<file path="config.mk">
export PLATFORM = sky130hd
export DESIGN_NAME = sbm_slice
export DESIGN_NICKNAME = d
export VERILOG_FILES = /design/src/sbm_pkg.sv /design/src/sbm_buffer.sv /design/src/sbm_slice.sv
export SDC_FILE = /design/constraint.sdc
export NUM_CORES = 1
export LEC_CHECK = 0
export CAP_MARGIN = 40
export CORE_MARGIN = 4
export CORE_UTILIZATION = 55
export CTS_CLUSTER_DIAMETER = 50
export DETAILED_ROUTE_END_ITERATION = 10
export DONT_BUFFER_PORTS = 1
export PLACE_DENSITY_LB_ADDON = 0.3
export SYNTH_ARGS = -nofsm -noshare
export SYNTH_HDL_FRONTEND = slang
export SYNTH_SLANG_ARGS = --single-unit
</file>
<file path="constraint.sdc">
create_clock -name CLOCK_I -period 2.4 [get_ports CLOCK_I]
set_input_delay 0 -clock CLOCK_I [delete_from_list [all_inputs] [get_ports CLOCK_I]]
set_output_delay 0 -clock CLOCK_I [all_outputs]
set_load 0.02 [all_outputs]
</file>
<file path="src/sbm_pkg.sv">
// Constants and types for the serial Booth multiplier slice.
// Assumes a single 40 MHz clock domain; no software-visible registers.
package sbm_pkg;

    // ----------------------------------------------------------------
    // Widths and depths
    // ----------------------------------------------------------------
    localparam int MCAND_W = 8;
    localparam int SUM_W = MCAND_W + 1;
    localparam int BUF_DEPTH = 2;
    localparam int BUF_CNT_W = 2;

    // ----------------------------------------------------------------
    // Reset values
    // ----------------------------------------------------------------
    localparam logic [MCAND_W-1:0] MCAND_RST = 8'h00;
    localparam logic [MCAND_W-1:0] SUM_RST = 8'h00;
    localparam logic PREV_RST = 1'b0;

    // ----------------------------------------------------------------
    // Timing
    // ----------------------------------------------------------------
    localparam int CLK_PERIOD_PS = 25000;

    // Booth step chosen from current and previous multiplier bits
    typedef enum logic [1:0] {
        SBM_OP_SHIFT,
        SBM_OP_ADD,
        SBM_OP_SUB
    } sbm_op_t;

endpackage : sbm_pkg

</file>
<file path="src/sbm_buffer.sv">
// Two-entry valid/ready buffer for the serial product stream.
// Assumes one clock; flush empties it and zeroes the output data.
`timescale 1ns/1ps
module sbm_buffer
    import sbm_pkg::*;
#(
    parameter int WIDTH = 1
) (
    input wire logic clk_i,
    input wire logic rst_i,
    input wire logic flush_i,
    input wire logic in_valid_i,
    input wire logic [WIDTH-1:0] in_data_i,
    output logic in_ready_o,
    output logic out_valid_o,
    output logic [WIDTH-1:0] out_data_o,
    input wire logic out_ready_i
);

    logic [WIDTH-1:0] tail;
    logic [BUF_CNT_W-1:0] count;
    logic push;
    logic pop;

    assign in_ready_o = (count != BUF_CNT_W'(BUF_DEPTH));
    assign out_valid_o = (count != '0);
    assign push = in_valid_i && in_ready_o;
    assign pop = out_valid_o && out_ready_i;

    // ----------------------------------------------------------------
    // Occupancy
    // ----------------------------------------------------------------
    always_ff @(posedge clk_i or posedge rst_i) begin
        if (rst_i) begin
            count <= '0;
        end else if (flush_i) begin
            count <= '0;
        end else if (push && !pop) begin
            count <= count + BUF_CNT_W'(1);
        end else if (pop && !push) begin
            count <= count - BUF_CNT_W'(1);
        end
    end

    // ----------------------------------------------------------------
    // Storage: head is the output flop, tail the second slot
    // ----------------------------------------------------------------
    always_ff @(posedge clk_i or posedge rst_i) begin
        if (rst_i) begin
            out_data_o <= '0;
            tail <= '0;
        end else if (flush_i) begin
            out_data_o <= '0;
            tail <= '0;
        end else begin
            if (pop) begin
                out_data_o <= (count == BUF_CNT_W'(BUF_DEPTH)) ? tail
                                                               : in_data_i;
            end else if (push && count == '0) begin
                out_data_o <= in_data_i;
            end
            if (push && (count == BUF_CNT_W'(BUF_DEPTH) ||
                         (count != '0 && !pop))) begin
                tail <= in_data_i;
            end
        end
    end

endmodule : sbm_buffer

</file>
<file path="src/sbm_slice.sv">
// Eight-bit by one-bit serial-parallel Booth multiplier slice.
// Assumes inputs synchronous to CLOCK_I; clear is sampled on the clock.
`timescale 1ns/1ps

// Behaviour
// - Hold multiplicand, Booth product needs no correction
// - Clear low resets state, output low, loads
// - Clear high freezes multiplicand latches
// - Product leaves serially, LSB first, per edge
// - Current low, previous high: add, shift
// - Current high, previous low: subtract, shift
// - Cascade input feeds the sum path
// - Position select: low most significant slice
// - Clear low loads and clears state each cycle
module sbm_slice
    import sbm_pkg::*;
(
    input wire logic CLOCK_I,
    input wire logic RST_I,
    input wire logic CLEAR_N_I,
    input wire logic [MCAND_W-1:0] MCAND_I,
    input wire logic MULT_BIT_I,
    input wire logic MULT_VALID_I,
    output logic MULT_READY_O,
    input wire logic CASCADE_I,
    input wire logic POS_SEL_I,
    output logic RESULT_SERIAL_OUT_O,
    output logic RESULT_VALID_O,
    input wire logic RESULT_READY_I
);

    logic [MCAND_W-1:0] mcand;
    logic [MCAND_W-1:0] sum;
    logic prev_bit;
    logic buf_ready;
    logic step;
    sbm_op_t op;
    logic [SUM_W-1:0] addend;
    logic [SUM_W-1:0] total;
    logic shift_in;
    logic [MCAND_W-1:0] next_sum;

    // A stalled receiver halts stepping, so no product bit is dropped
    assign MULT_READY_O = CLEAR_N_I && buf_ready;
    assign step = MULT_READY_O && MULT_VALID_I;

    // ----------------------------------------------------------------
    // Multiplicand latch
    // ----------------------------------------------------------------
    // Loaded on every clock while clear is low, frozen once it rises
    always_ff @(posedge CLOCK_I or posedge RST_I) begin
        if (RST_I) begin
            mcand <= MCAND_RST;
        end else if (!CLEAR_N_I) begin
            mcand <= MCAND_I;
        end
    end

    // ----------------------------------------------------------------
    // Booth recoding and add/subtract
    // ----------------------------------------------------------------
    always_comb begin
        unique case ({MULT_BIT_I, prev_bit})
            2'b01: op = SBM_OP_ADD;
            2'b10: op = SBM_OP_SUB;
            2'b00, 2'b11: op = SBM_OP_SHIFT;
        endcase
    end

    always_comb begin
        unique case (op)
            SBM_OP_ADD: addend = {mcand[MCAND_W-1], mcand};
            SBM_OP_SUB: addend = SUM_W'(-{mcand[MCAND_W-1], mcand});
            SBM_OP_SHIFT: addend = '0;
        endcase
    end

    // Nine bits hold any signed sum of two eight-bit values
    assign total = {sum[MCAND_W-1], sum} + addend;
    // Lower-order slices take the next slice's output as top bit
    assign shift_in = POS_SEL_I ? CASCADE_I : total[SUM_W-1];
    assign next_sum = {shift_in, total[MCAND_W-1:1]};

    // ----------------------------------------------------------------
    // Sum register
    // ----------------------------------------------------------------
    always_ff @(posedge CLOCK_I or posedge RST_I) begin
        if (RST_I) begin
            sum <= SUM_RST;
        end else if (!CLEAR_N_I) begin
            sum <= SUM_RST;
        end else if (step) begin
            sum <= next_sum;
        end
    end

    // ----------------------------------------------------------------
    // Previous multiplier bit
    // ----------------------------------------------------------------
    always_ff @(posedge CLOCK_I or posedge RST_I) begin
        if (RST_I) begin
            prev_bit <= PREV_RST;
        end else if (!CLEAR_N_I) begin
            prev_bit <= PREV_RST;
        end else if (step) begin
            prev_bit <= MULT_BIT_I;
        end
    end

    // ----------------------------------------------------------------
    // Output buffer
    // ----------------------------------------------------------------
    sbm_buffer #(
        .WIDTH(1)
    ) u_buffer (
        .clk_i(CLOCK_I),
        .rst_i(RST_I),
        .flush_i(!CLEAR_N_I),
        .in_valid_i(step),
        .in_data_i(total[0]),
        .in_ready_o(buf_ready),
        .out_valid_o(RESULT_VALID_O),
        .out_data_o(RESULT_SERIAL_OUT_O),
        .out_ready_i(RESULT_READY_I)
    );

    // ----------------------------------------------------------------
    // Assertions
    // ----------------------------------------------------------------
    property p_clear_zeroes;
        @(posedge CLOCK_I) disable iff (RST_I)
        !CLEAR_N_I |=> (!RESULT_SERIAL_OUT_O && !prev_bit && sum == '0
                        && !RESULT_VALID_O);
    endproperty
    a_clear_zeroes: assert property (p_clear_zeroes)
        else $error("Clear did not zero the slice state");

    property p_latch_closed;
        @(posedge CLOCK_I) disable iff (RST_I)
        CLEAR_N_I [*2] |-> $stable(mcand);
    endproperty
    a_latch_closed: assert property (p_latch_closed)
        else $error("Multiplicand changed while clear was high");

    property p_latch_load;
        @(posedge CLOCK_I) disable iff (RST_I)
        !CLEAR_N_I |=> mcand == $past(MCAND_I);
    endproperty
    a_latch_load: assert property (p_latch_load)
        else $error("Multiplicand not loaded during clear");

    property p_prev_track;
        @(posedge CLOCK_I) disable iff (RST_I)
        step |=> prev_bit == $past(MULT_BIT_I);
    endproperty
    a_prev_track: assert property (p_prev_track)
        else $error("Previous bit not updated on step");

    property p_shift_only;
        @(posedge CLOCK_I) disable iff (RST_I)
        (step && MULT_BIT_I == prev_bit && !POS_SEL_I) |=>
            sum == {$past(sum[MCAND_W-1]), $past(sum[MCAND_W-1:1])};
    endproperty
    a_shift_only: assert property (p_shift_only)
        else $error("Equal bits did more than shift");

    // Reference sum is nine bits wide, as an eight-bit one would wrap
    property p_add;
        @(posedge CLOCK_I) disable iff (RST_I)
        (step && !MULT_BIT_I && prev_bit && !POS_SEL_I) |=>
            $signed({sum[MCAND_W-1], sum}) ==
                ($signed({$past(sum[MCAND_W-1]), $past(sum)})
                 + $signed({$past(mcand[MCAND_W-1]), $past(mcand)}))
                >>> 1;
    endproperty
    a_add: assert property (p_add)
        else $error("Add step gave wrong sum");

    property p_sub;
        @(posedge CLOCK_I) disable iff (RST_I)
        (step && MULT_BIT_I && !prev_bit && !POS_SEL_I) |=>
            $signed({sum[MCAND_W-1], sum}) ==
                ($signed({$past(sum[MCAND_W-1]), $past(sum)})
                 - $signed({$past(mcand[MCAND_W-1]), $past(mcand)}))
                >>> 1;
    endproperty
    a_sub: assert property (p_sub)
        else $error("Subtract step gave wrong sum");

    property p_cascade;
        @(posedge CLOCK_I) disable iff (RST_I)
        (step && POS_SEL_I) |=> sum[MCAND_W-1] == $past(CASCADE_I);
    endproperty
    a_cascade: assert property (p_cascade)
        else $error("Cascade bit not shifted into lower slice");

    property p_out_bit;
        @(posedge CLOCK_I) disable iff (RST_I)
        (step && !RESULT_VALID_O) |=>
            RESULT_VALID_O && RESULT_SERIAL_OUT_O == $past(total[0]);
    endproperty
    a_out_bit: assert property (p_out_bit)
        else $error("Product bit not presented after step");

    // An unread bit must stand until the receiver takes it
    property p_out_hold;
        @(posedge CLOCK_I) disable iff (RST_I)
        (RESULT_VALID_O && !RESULT_READY_I && CLEAR_N_I) |=>
            RESULT_VALID_O && $stable(RESULT_SERIAL_OUT_O);
    endproperty
    a_out_hold: assert property (p_out_hold)
        else $error("Product bit changed before it was taken");

    property p_stall_hold;
        @(posedge CLOCK_I) disable iff (RST_I)
        (CLEAR_N_I && !step) |=> $stable(sum) && $stable(prev_bit);
    endproperty
    a_stall_hold: assert property (p_stall_hold)
        else $error("Slice state moved without a step");

    // Zero sum and low previous bit: the first bit is y0 and x0
    property p_first_bit;
        @(posedge CLOCK_I) disable iff (RST_I)
        (step && sum == '0 && !prev_bit && !RESULT_VALID_O) |=>
            RESULT_SERIAL_OUT_O == ($past(MULT_BIT_I) && $past(mcand[0]));
    endproperty
    a_first_bit: assert property (p_first_bit)
        else $error("First product bit wrong");

endmodule : sbm_slice

</file>
[Yosys cells after proc, flatten, opt, wreduce, memory -nomap -nowiden]
Index checks and enable logic that the tools add are counted.
Cells by class
  add/subtract/negate cells: 4
  mux-type cells: 16
  reductions and logical operators: 17
  equality and inequality tests: 11
Operators by type and width (count)
  $pmux 9 s3: 1
  $mux 8: 2
  $add 9x9->9: 1
  $logic_and 1x1->1: 9
  $mux 1: 9
  $neg 9->9: 1
  $eq 2x2->1 const B: 4
  $logic_not 2->1: 3
  $mux 2: 3
  $ne 3x1->1 const B: 2
  $pmux 2 s3: 1
  $eq 2x1->1 const B: 2
  $ne 2x1->1 const B: 2
  $add 2x1->2 const B: 1
  $logic_not 1->1: 2
  $ne 2x2->1 const B: 1
  $reduce_bool 2->1: 1
  $reduce_or 2->1: 1
  $sub 2x1->2 const B: 1
  $logic_or 1x1->1: 1
Storage, ports and cells
  logic and storage cells: 54
  flip-flop bits (word level): 21
  bits of input ports: 16

[Depth between registers and ports, before layout]
Gate-level depths: netlist of run 1.
  depth after elaboration: 9
  mapped depth: 12
  mapped depth without buffers: 12

[Cells and area by module]
Synthesis of run 1 repeated with hierarchy kept, for this count alone.
Second synthesis, totals
  cell total of the unflattened synthesis: 166
  area total of the unflattened synthesis: 1521.5 µm²
By module, submodules not included
  sbm_slice: cells an instance 138, area an instance 1253.7 µm², instances 1
  sbm_buffer: cells an instance 28, area an instance 267.8 µm², instances 1

[Worst setup path before layout of run 1]
OpenSTA, ideal clock, no wires.
  path type: reg-to-reg
  start point: reg mcand[2]
  end point: reg sum[6]
  stages on the path, launching flop included: 10
  slack: -258 ps
  period minus slack after synthesis: 2658 ps
  path buffers: 0
  data arrival time: 2524 ps
  path through: dfrtp_1 or3_4 or3_2 nand2_1 o21ai_0 ha_1 or4_1 o221ai_1 xor2_1 o21ai_0
On the way
  word-level cells in the longest chain between the ends: 5
Ends and longest elaborated chain
  start: declaration: line sbm_slice.sv:32  | logic [MCAND_W-1:0] mcand;
  start signal: assignment: line sbm_slice.sv:53  | mcand <= MCAND_RST;
  start signal: assignment: line sbm_slice.sv:55  | mcand <= MCAND_I;
  $neg 9->9: line sbm_slice.sv:73  | SBM_OP_SUB: addend = SUM_W'(-{mcand[MCAND_W-1], mcand});
  $pmux 9 s3 *: line sbm_slice.sv:71  | unique case (op)
  $add 9x9->9 *: line sbm_slice.sv:79  | assign total = {sum[MCAND_W-1], sum} + addend;
  $mux 8 *: line sbm_slice.sv:92  | end else if (step) begin
  $mux 8 *: line sbm_slice.sv:90  | end else if (!CLEAR_N_I) begin
  end signal: assignment: line sbm_slice.sv:93  | sum <= next_sum;
  end: declaration: line sbm_slice.sv:33  | logic [MCAND_W-1:0] sum;
Mark *: on every way between the ends. The rest lies on a longest branch, timed or not. The select of a mux whose other input is x is not followed.
A chain may end at the register's enable or synchronous reset.

[Final worst setup path of run 1]
  start point: reg mcand[2]
  end point: reg sum[4]
Same word-level chain as after synthesis.

==> metrics, run 1 <==
DRC errors left=0; Synth Warn #=0; worst-path cell chain=buf_6 -> nor3_4 -> xor2_1 -> o21ai_1 -> ha_1 -> and2_1 -> a22o_1 -> o21a_1 -> o21a_1 -> o31ai_1; die width=59.7 um; initial antenna violation count=0; Ant. Diodes=0; Worst Tran Pin Value=823 ps; Setup CP Type=reg -> reg; Synth async-reset ratio=100%; # rows=18; crit path launch type=flop; Buffers on Ports=0; max incr delay on CP=420 ps; hold depth=2; Tot GR Track Use=27.5%; commonest non-fill, non-tap cell in the layout=dlygate4sd3_1; Yosys top cell area share=35.8%; hold crit path type=in -> reg; Leak Pwr=0.923 nW; final antenna-violating net count=0; IO Pins=19; Worst Path Required=2630 ps; Crit-path slowest cell=dfrtp_1; pre-CTS setup slack=-127 ps; # H-tree levels=1; slack of the critical path=-250 ps; Clk pin slew, worst setup/hold paths=140 ps; final hold viol count=0; Most common cell on crit path=o21a_1; final hold slack=59.8 ps; Yosys reg bits=21; Mapped Cells=162; die area=0.00356 mm2; GRT overflow=0; CTS tree=yes; Die Ht=59.7 um; EDFF count, synth=0; Top FF cell, synth=dfrtp_1; Synthesized Nets=188; failing checks=setup timing; Detailed Route Iter0 Violations=138; layout cells sized above 1=27.8%; clock sink count=21; Period minus WS final=2650 ps; Setup Viol. Count Final=5; PD cells=523 mW/mm2; CTS buffer count=3; routed vias=1,728; clk root buf=clkbuf_4; Avg Cell Area, Syn=9.06 um2; vias in the first global route=1,573; Fmax=0.377 GHz; Detailed Route WL=5.66 mm; Worst setup EP type=flop; pin count of the biggest net entering global routing=22; area added between synthesis and finish=42.6%; crit path max fanout=5; routed len/inst=23.7 um; crit path DAT=2880 ps; Seq/Total Area, Yosys=35.8%; max cap viols=0; Post-DP HPWL=2.33 mm; Yosys top cell by area=dfrtp_1; clk_lat worst skew=330 ps; period utilization=110%; top cells by area, synth=dfrtp_1, ha_1, o21ai_0, mux2_2, nand3_1; DR vias/cell=7.23; CORE AREA=0.00250 mm2; clk buf depth=2; RSZ-0062 raised after global routing=true; most frequent cells in the layout=dlygate4sd3_1, dfrtp_1, buf_4; Slew Limit Fails=0; Routability Congestion=0.815; Synth Cell Area=0.00147 mm2; DRT Pass-1 Iters=4; first-pass GRT wire length=7.37 mm; Worst slew margin=45.1%; Worst Clk Skew=10.6 ps; Starting Density=58.7%; Total Nets Final=236; synth unique cells=40; status=finished with violations; VDD IR max=0.000565 V; R2R cell count=10
[synth_stat cells (all sizes together), types with 2 or more instances]
cell and number:
a211oi 2, a21boi 2, a21o 3, a21oi 4, a22o 2, a31oi 2
and2 2, clkbuf 6, dfrtp 21, ha 9, inv 5, mux2 8
nand2 12, nand2b 5, nand3 11, nand3b 3, nand4 2, nor2 8
nor2b 3, nor3 5, nor4 2, o21a 3, o21ai 18, o31ai 4
or3 2, or4 2, xnor2 2, xor2 4
[kinds of logic after synthesis]
family / share of synthesized area [%]
adder cells (fa/ha/maj): 9.04
AO/OA/AOI/OAI: 20.4
flip-flops: 35.8
AND/OR/NAND/NOR: 21.6
buffers and inverters: 2.81
XOR/XNOR: 3.58
multiplexers: 6.82
[worst max-delay path: cells and delay by family, from the launching register on]
| kind | cells | cell delay [ps] |
|---|---|---|
| buffers and inverters | 1 | 140 |
| adders and majority gates | 1 | 370 |
| DFF | 1 | 420 |
| and+or+nand+nor | 2 | 330 |
| xor gates and xnor gates | 1 | 270 |
| AOI/OAI and AO/OA | 5 | 1020 |
[area by class of cell]
type / count / area (um2)
clock buffer: 4 / 26.3
fill: 109 / 407
inverter: 5 / 18.8
multi-input combinational: 130 / 1040
sequential: 21 / 526
tap: 30 / 37.5
timing repair buffer: 49 / 445
[through the flow]
stage	utilization (%)	instances	area, um2	TNS (ps)	power, W
global route	83.7	239	2090	-1180	0.00113
global placement	64.2	200	1610	-74.8	0.000710
floorplan	-	162	1490	-42.6	0.000646
finish	83.7	239	2090	-906	0.00109
detailed placement	64.2	200	1610	-274	0.000726
CTS	77.1	232	1930	-181	0.000949
[repair_timing]
| action | in CTS | in global routing |
|---|---|---|
| setup endpoints to repair | 3 | 6 |
| gates resized for setup | 6 | 29 |
| endpoints found under the hold margin | 42 | 0 |
| setup buffers | 0 | 7 |
| pin swaps | 4 | 24 |
| hold buffers | 28 | 0 |
[sequential cells by signal, summed over array words and instances, names as in the netlist]
signal / cells
mcand: 8
sum: 8
u_buffer.count: 2
prev_bit: 1
u_buffer.out_data_o: 1
u_buffer.tail: 1
[routing by layer]
metal / track usage, % / wire length [um] / vias to the layer above
li1: - / - / 692
met5: 0 / 0 / -
met1: 31.4 / 2020 / 824
met3: 6.70 / 569 / 53
met4: 17.4 / 426 / 0
met2: 45.5 / 2640 / 159
[power breakdown]
group / total, W / switching, W / internal, W
Combinational: 0.000465 / 0.000235 / 0.000230
Sequential: 0.000439 / 0.0000477 / 0.000392
Clock: 0.000190 / 0.000125 / 0.0000652
Total: 0.00109 / 0.000408 / 0.000687
[final timing paths]
kind / slack, ps / start / to
min reg2reg: 580 / sum[3] / sum[3]
max in group asynchronous: 1620 / RST_I / sum[3]
max reg2reg: -250 / mcand[2] / sum[4]
min in group asynchronous: 260 / RST_I / mcand[4]
max: -250 / mcand[2] / sum[4]
min: 60 / CLEAR_N_I / sum[6]
No activity file was read; power rests on OpenSTA's default activity.
==> run 2, diff against run 1 <==
SYNTH_HIERARCHICAL = 1   (was not set)
==> metrics, run 2 <==
CORE AREA=0.00257 mm2 (was 0.00250 mm2); status=finished with violations (unchanged); DR WL met2=2.33 mm (was 2.64 mm); Mapped Cells=166 (was 162); layout cells sized above 1=32.4% (was 27.8%); VDD IR max=0.000383 V (was 0.000565 V); largest family of logic cells by synthesized area=simple AND/OR/NAND/NOR gates (unchanged); pin count of the biggest net entering global routing=19 (was 22); Tot GR Track Use=24.0% (was 27.5%); routed vias=1,491 (was 1,728); Buffers on Ports=0 (unchanged); hold crit path type=in -> reg (unchanged); Setup Viol. Count Final=2 (was 5); post-route cell area=0.00204 mm2 (was 0.00209 mm2); DR vias/cell=6.34 (was 7.23); Post-DP HPWL=2.64 mm (was 2.33 mm); synth unique cells=45 (was 40); CTS tree=yes (unchanged); Final TNS setup=-459 ps (was -906 ps); Worst Path Required=2620 ps (was 2630 ps); clk buf depth=2 (unchanged); WL met1=1.65 mm (was 2.02 mm); IO Pins=19 (unchanged); Avg Cell Area, Syn=9.17 um2 (was 9.06 um2); number of fill cells=160 (was 109); EDFF count, synth=0 (unchanged); Clk pin slew, worst setup/hold paths=140 ps (about the same); DRT Pass-1 Iters=4 (unchanged); Top FF cell, synth=dfrtp_1 (unchanged); pre-CTS setup slack=-232 ps (was -127 ps); Routability Congestion=0.868 (was 0.815); period utilization=112% (was 110%); Die Ht=60.6 um (was 59.7 um); storage element area=526 um2 (unchanged); R2R cell count=10 (unchanged); Worst slew margin=47.4% (was 45.1%); top flop regs=mcand x8, sum x8, u_buffer/count x2 (was mcand x8, sum x8, u_buffer.count x2); Worst Tran Pin Value=787 ps (was 823 ps); Yosys top cell by area=dfrtp_1 (unchanged); Crit-path slowest cell=or4_4 (was dfrtp_1); Yosys reg bits=21 (unchanged); Yosys top cell area share=34.5% (was 35.8%); Detailed Route WL=4.44 mm (was 5.66 mm); Post-Synth XOR/XNOR Area=3.45% (was 3.58%); compound-gate portion of the synthesized area=20.3% (was 20.4%); final antenna-violating net count=0 (unchanged); DR WL met3=205 um (was 569 um); top post-synthesis cells by count=dfrtp_1, o21ai_0, nand2_1 (unchanged); # H-tree levels=1 (unchanged); hold depth=3 (was 2); die width=60.6 um (was 59.7 um); top cells by area, synth=dfrtp_1, ha_1, o21ai_0, mux2_2, nand3_1 (unchanged); Leak Pwr=0.896 nW (was 0.923 nW); crit path launch type=flop (unchanged); DRC errors left=0 (unchanged); max incr delay on CP=480 ps (was 420 ps); Total Nets Final=231 (was 236); area added between synthesis and finish=34.4% (was 42.6%); simple-gate area share of the yosys netlist=21.2% (was 21.6%); most frequent cells in the layout=buf_4, dfrtp_1, dlygate4sd3_1 (was dlygate4sd3_1, dfrtp_1, buf_4); Period minus WS final=2690 ps (was 2650 ps); clock sink count=21 (unchanged); routed len/inst=18.9 um (was 23.7 um); failing checks=setup timing (unchanged); # rows=18 (unchanged); placed cell areas=0.00169 mm2 (was 0.00161 mm2); Worst setup EP type=flop (unchanged); Util after Layout=79.6% (was 83.7%); initial antenna violation count=0 (unchanged); GRT overflow=0 (unchanged); multi-input logic area=0.00107 mm2 (was 0.00104 mm2); Detailed Route Iter0 Violations=79 (was 138); crit path DAT=2910 ps (was 2880 ps); crit path max fanout=3 (was 5); most numerous cell in the Yosys netlist=dfrtp_1 (unchanged); Worst Clk Skew=21.1 ps (was 10.6 ps); Slew Limit Fails=0 (unchanged); slack of the critical path=-288 ps (was -250 ps); Seq/Total Area, Yosys=34.5% (was 35.8%); highest metal used=met4 (unchanged); max cap viols=0 (unchanged); Setup CP Type=reg -> reg (unchanged); clk_lat worst skew=320 ps (was 330 ps); Starting Density=59.3% (was 58.7%); commonest non-fill, non-tap cell in the layout=buf_4 (was dlygate4sd3_1); worst-path cell chain=inv_1 -> ha_2 -> or3b_4 -> o31ai_4 -> o21ai_1 -> ha_2 -> or4_4 -> o221ai_2 -> xor2_1 -> o21ai_1 (was buf_6 -> nor3_4 -> xor2_1 -> o21ai_1 -> ha_1 -> and2_1 -> a22o_1 -> o21a_1 -> o21a_1 -> o31ai_1); vias in the first global route=1,447 (was 1,573); proportion of synthesized area in mux cells=7.24% (was 6.82%); Synthesized Nets=192 (was 188); total power=0.00107 W (was 0.00109 W); CTS buffer count=3 (unchanged); post-synthesis adder-cell area fraction=8.72% (was 9.04%); RSZ-0062 raised after global routing=true (unchanged); Fmax=0.372 GHz (was 0.377 GHz); Synth Cell Area=0.00152 mm2 (was 0.00147 mm2); clk root buf=clkbuf_4 (unchanged); Synth async-reset ratio=100% (unchanged); first-pass GRT wire length=6.55 mm (was 7.37 mm); Synth Warn #=6 (was 0); final hold viol count=0 (unchanged); die area=0.00367 mm2 (was 0.00356 mm2); PD cells=525 mW/mm2 (was 523 mW/mm2)
-- run 2: layer usage --
metal | global-route usage [%] | vias to the layer above
met5 | 0 | -
met2 | 42.7 | 57
met3 | 4.47 | 27
li1 | - | 682
met4 | 11.1 | 0
met1 | 27.5 | 725
-- run 2: cell type report --
| type | instances | area share (%) |
|---|---|---|
| antenna | 1 | 0.122 |
| sequential | 21 | 25.7 |
| timing repair buffer | 40 | 16.8 |
| tap | 30 | 1.84 |
| multi-input combinational | 129 | 52.4 |
| inverter | 10 | 1.84 |
| clock buffer | 4 | 1.29 |
-- run 2: path summary, 6_finish.rpt --
| check | from | endpoint | slack (ps) |
|---|---|---|---|
| min in group asynchronous | RST_I | u_buffer/count[0] | 30 |
| setup / recovery | mcand[1] | sum[6] | -290 |
| setup reg to reg | mcand[1] | sum[6] | -290 |
| max in group asynchronous | RST_I | mcand[1] | 1680 |
| hold / removal | RESULT_READY_I | u_buffer/count[0] | 20 |
| hold reg to reg | u_buffer/tail | u_buffer/tail | 550 |
-- run 2: logic make-up after synthesis --
group / count (synthesis)
and+or+nand+nor: 56
muxes: 10
adders and majority gates: 10
buffers and inverters: 16
xor gates and xnor gates: 6
DFF: 21
AOI/OAI and AO/OA: 47
-- run 2: power by group --
group	leakage (nW)	internal, W	switching, W
sequential	0.269	0.000391	0.0000506
combinational	0.612	0.000233	0.000214
clock	0.0150	0.0000649	0.000120
total	0.896	0.000688	0.000385
-- run 2: worst max-delay path, delay by kind of cell (launching register included) --
kind / cells / cell delay, ps
fa+ha+maj: 2 / 380
xor+xnor: 1 / 220
compound gates: 4 / 590
flops: 1 / 430
buf+inv: 1 / 70
simple gates: 2 / 910
-- run 2: stage by stage --
step           instances  hold WS (ps)
4_1_cts              232          2.23
3_5_place_dp         211          -213
6_report             235          21.2
5_1_grt              234          16.4
3_3_place_gp         211          -219
2_1_floorplan        166          -234
-- run 2: what timing repair did --
item                       4_1_cts  5_1_grt
hold buffers                    14        0
setup endpoints to repair        4        4
pin swaps                        9       17
hold endpoints to repair        42        0
buffers inserted                 3        3
gates resized for setup         21       20
==> run 3, diff against run 2 <==
CELL_PAD_IN_SITES_DETAIL_PLACEMENT = 2   (was not set)
CELL_PAD_IN_SITES_GLOBAL_PLACEMENT = 2   (was not set)
CORE_UTILIZATION = 35   (was 55)
==> metrics, run 3 (synthesis results as in run 2) <==
VDD IR max=0.000270 V (was 0.000383 V); routed vias=1,687 (was 1,491); Worst Clk Skew=15.8 ps (was 21.1 ps); Slew Limit Fails=0 (unchanged); Detailed Route Iter0 Violations=88 (was 79); Setup CP Type=reg -> reg (unchanged); DR vias/cell=6.11 (was 6.34); initial antenna violation count=0 (unchanged); failing checks=setup timing (unchanged); slack of the critical path=-399 ps (was -288 ps); Starting Density=37.0% (was 59.3%); final hold viol count=0 (unchanged); CORE AREA=0.00412 mm2 (was 0.00257 mm2); Worst setup EP type=flop (unchanged); Die Ht=73.9 um (was 60.6 um); # H-tree levels=1 (unchanged); pin count of the biggest net entering global routing=20 (was 19); Clk pin slew, worst setup/hold paths=100 ps (was 140 ps); Post-DP HPWL=3.67 mm (was 2.64 mm); Tot GR Track Use=27.2% (was 24.0%); Period minus WS final=2800 ps (was 2690 ps); Worst slew margin=47.8% (was 47.4%); area added between synthesis and finish=58.3% (was 34.4%); die area=0.00547 mm2 (was 0.00367 mm2); clk root buf=clkbuf_8 (was clkbuf_4); hold crit path type=in -> async (was in -> reg); crit path max fanout=6 (was 3); Buffers on Ports=0 (unchanged); status=finished with violations (unchanged); die width=73.9 um (was 60.6 um); final hold slack=68.6 ps (was 21.2 ps); period utilization=117% (was 112%); CTS buffer count=3 (unchanged); Ant. Diodes=0 (was 1); Fmax=0.357 GHz (was 0.372 GHz); most frequent cells in the layout=dlygate4sd3_1, buf_4, dfrtp_1 (was buf_4, dfrtp_1, dlygate4sd3_1); clk buf depth=2 (unchanged); top flop regs=mcand x8, sum x8, u_buffer/count x2 (unchanged); PD cells=561 mW/mm2 (was 525 mW/mm2); IO Pins=19 (unchanged); vias in the first global route=1,963 (was 1,447); RSZ-0062 raised after global routing=true (unchanged); clock sink count=21 (unchanged); max cap viols=0 (unchanged); Util after Layout=58.5% (was 79.6%); DRT Pass-1 Iters=4 (unchanged); Worst Path Required=2570 ps (was 2620 ps); commonest non-fill, non-tap cell in the layout=dlygate4sd3_1 (was buf_4); GRT overflow=0 (unchanged); routed len/inst=29.5 um (was 18.9 um); Total Nets Final=253 (was 231); Setup Viol. Count Final=6 (was 2); total power=0.00135 W (was 0.00107 W); Routability Congestion=0.772 (was 0.868); crit path launch type=flop (unchanged); first-pass GRT wire length=10.8 mm (was 6.55 mm); clk_lat worst skew=300 ps (was 320 ps); final antenna-violating net count=0 (unchanged); layout cells sized above 1=37.2% (was 32.4%); crit path DAT=2970 ps (was 2910 ps); Detailed Route WL=8.13 mm (was 4.44 mm); DRC errors left=0 (unchanged); CTS tree=yes (unchanged); Leak Pwr=1.00 nW (was 0.896 nW); Worst Tran Pin Value=782 ps (was 787 ps); # rows=23 (was 18)
[run 3: power breakdown]
part,internal [W],leakage (nW),switching [W]
clock network,0.000117,0.0255,0.000160
logic,0.000307,0.709,0.000309
registers,0.000391,0.267,0.0000659
total,0.000816,1.00,0.000535
[run 3: area by class of cell]
type / instances / area [um2]
inverter: 10 / 37.5
clock inverter: 1 / 5.00
tap: 50 / 62.6
multi-input combinational: 129 / 1170
clock buffer: 3 / 41.3
timing repair buffer: 62 / 564
fill: 389 / 1710
sequential: 21 / 528
[run 3: path summary, 6_finish.rpt]
path / to / slack, ps / start / cells after the start
min reg2reg: u_buffer/out_data_o / 680 / u_buffer/tail / 2
min in group CLOCK_I: u_buffer/count[0] / 70 / RESULT_READY_I / 3
max in group asynchronous: mcand[1] / 1530 / RST_I / 2
min: u_buffer/tail / 70 / RST_I / 2
max: sum[6] / -400 / prev_bit / 12
max reg2reg: sum[6] / -400 / prev_bit / 12
[run 3: repair_timing]
item / CTS / global route
setup endpoints to repair: 5 / 7
gates cloned: 0 / 0
hold endpoints to repair: 42 / 0
resized for setup: 15 / 48
buffers inserted: 2 / 7
pin swaps: 5 / 22
hold buffers: 32 / 0
[run 3: stage by stage]
| stage | TNS [ps] | worst slack (ps) | std cells | area, um2 |
|---|---|---|---|---|
| detailed placement | -1030 | -375 | 235 | 1750 |
| global route | -2140 | -610 | 276 | 2410 |
| finish | -1330 | -399 | 276 | 2410 |
| floorplan | -77.1 | -45.6 | 166 | 1530 |
| CTS | -694 | -248 | 273 | 2180 |
| global placement | -446 | -167 | 235 | 1750 |
[run 3: worst max-delay path, stage by stage (launching register included)]
cell and delay, ps:
dfrtp_1 440, nand2b_1 280, buf_4 220, nor2_1 60, o21ai_0 240, o21ai_0 200
ha_1 330, buf_4 180, nor4_1 250, nor2_1 120, o221ai_2 90, xor2_1 180
o21ai_1 70
[run 3: routing by layer]
layer | global-route usage (%) | part of all wire (%)
met4 | 17.3 | 3.9
met3 | 4.59 | 3.3
met1 | 28.0 | 37
met2 | 50.4 | 55
met5 | 0 | 0
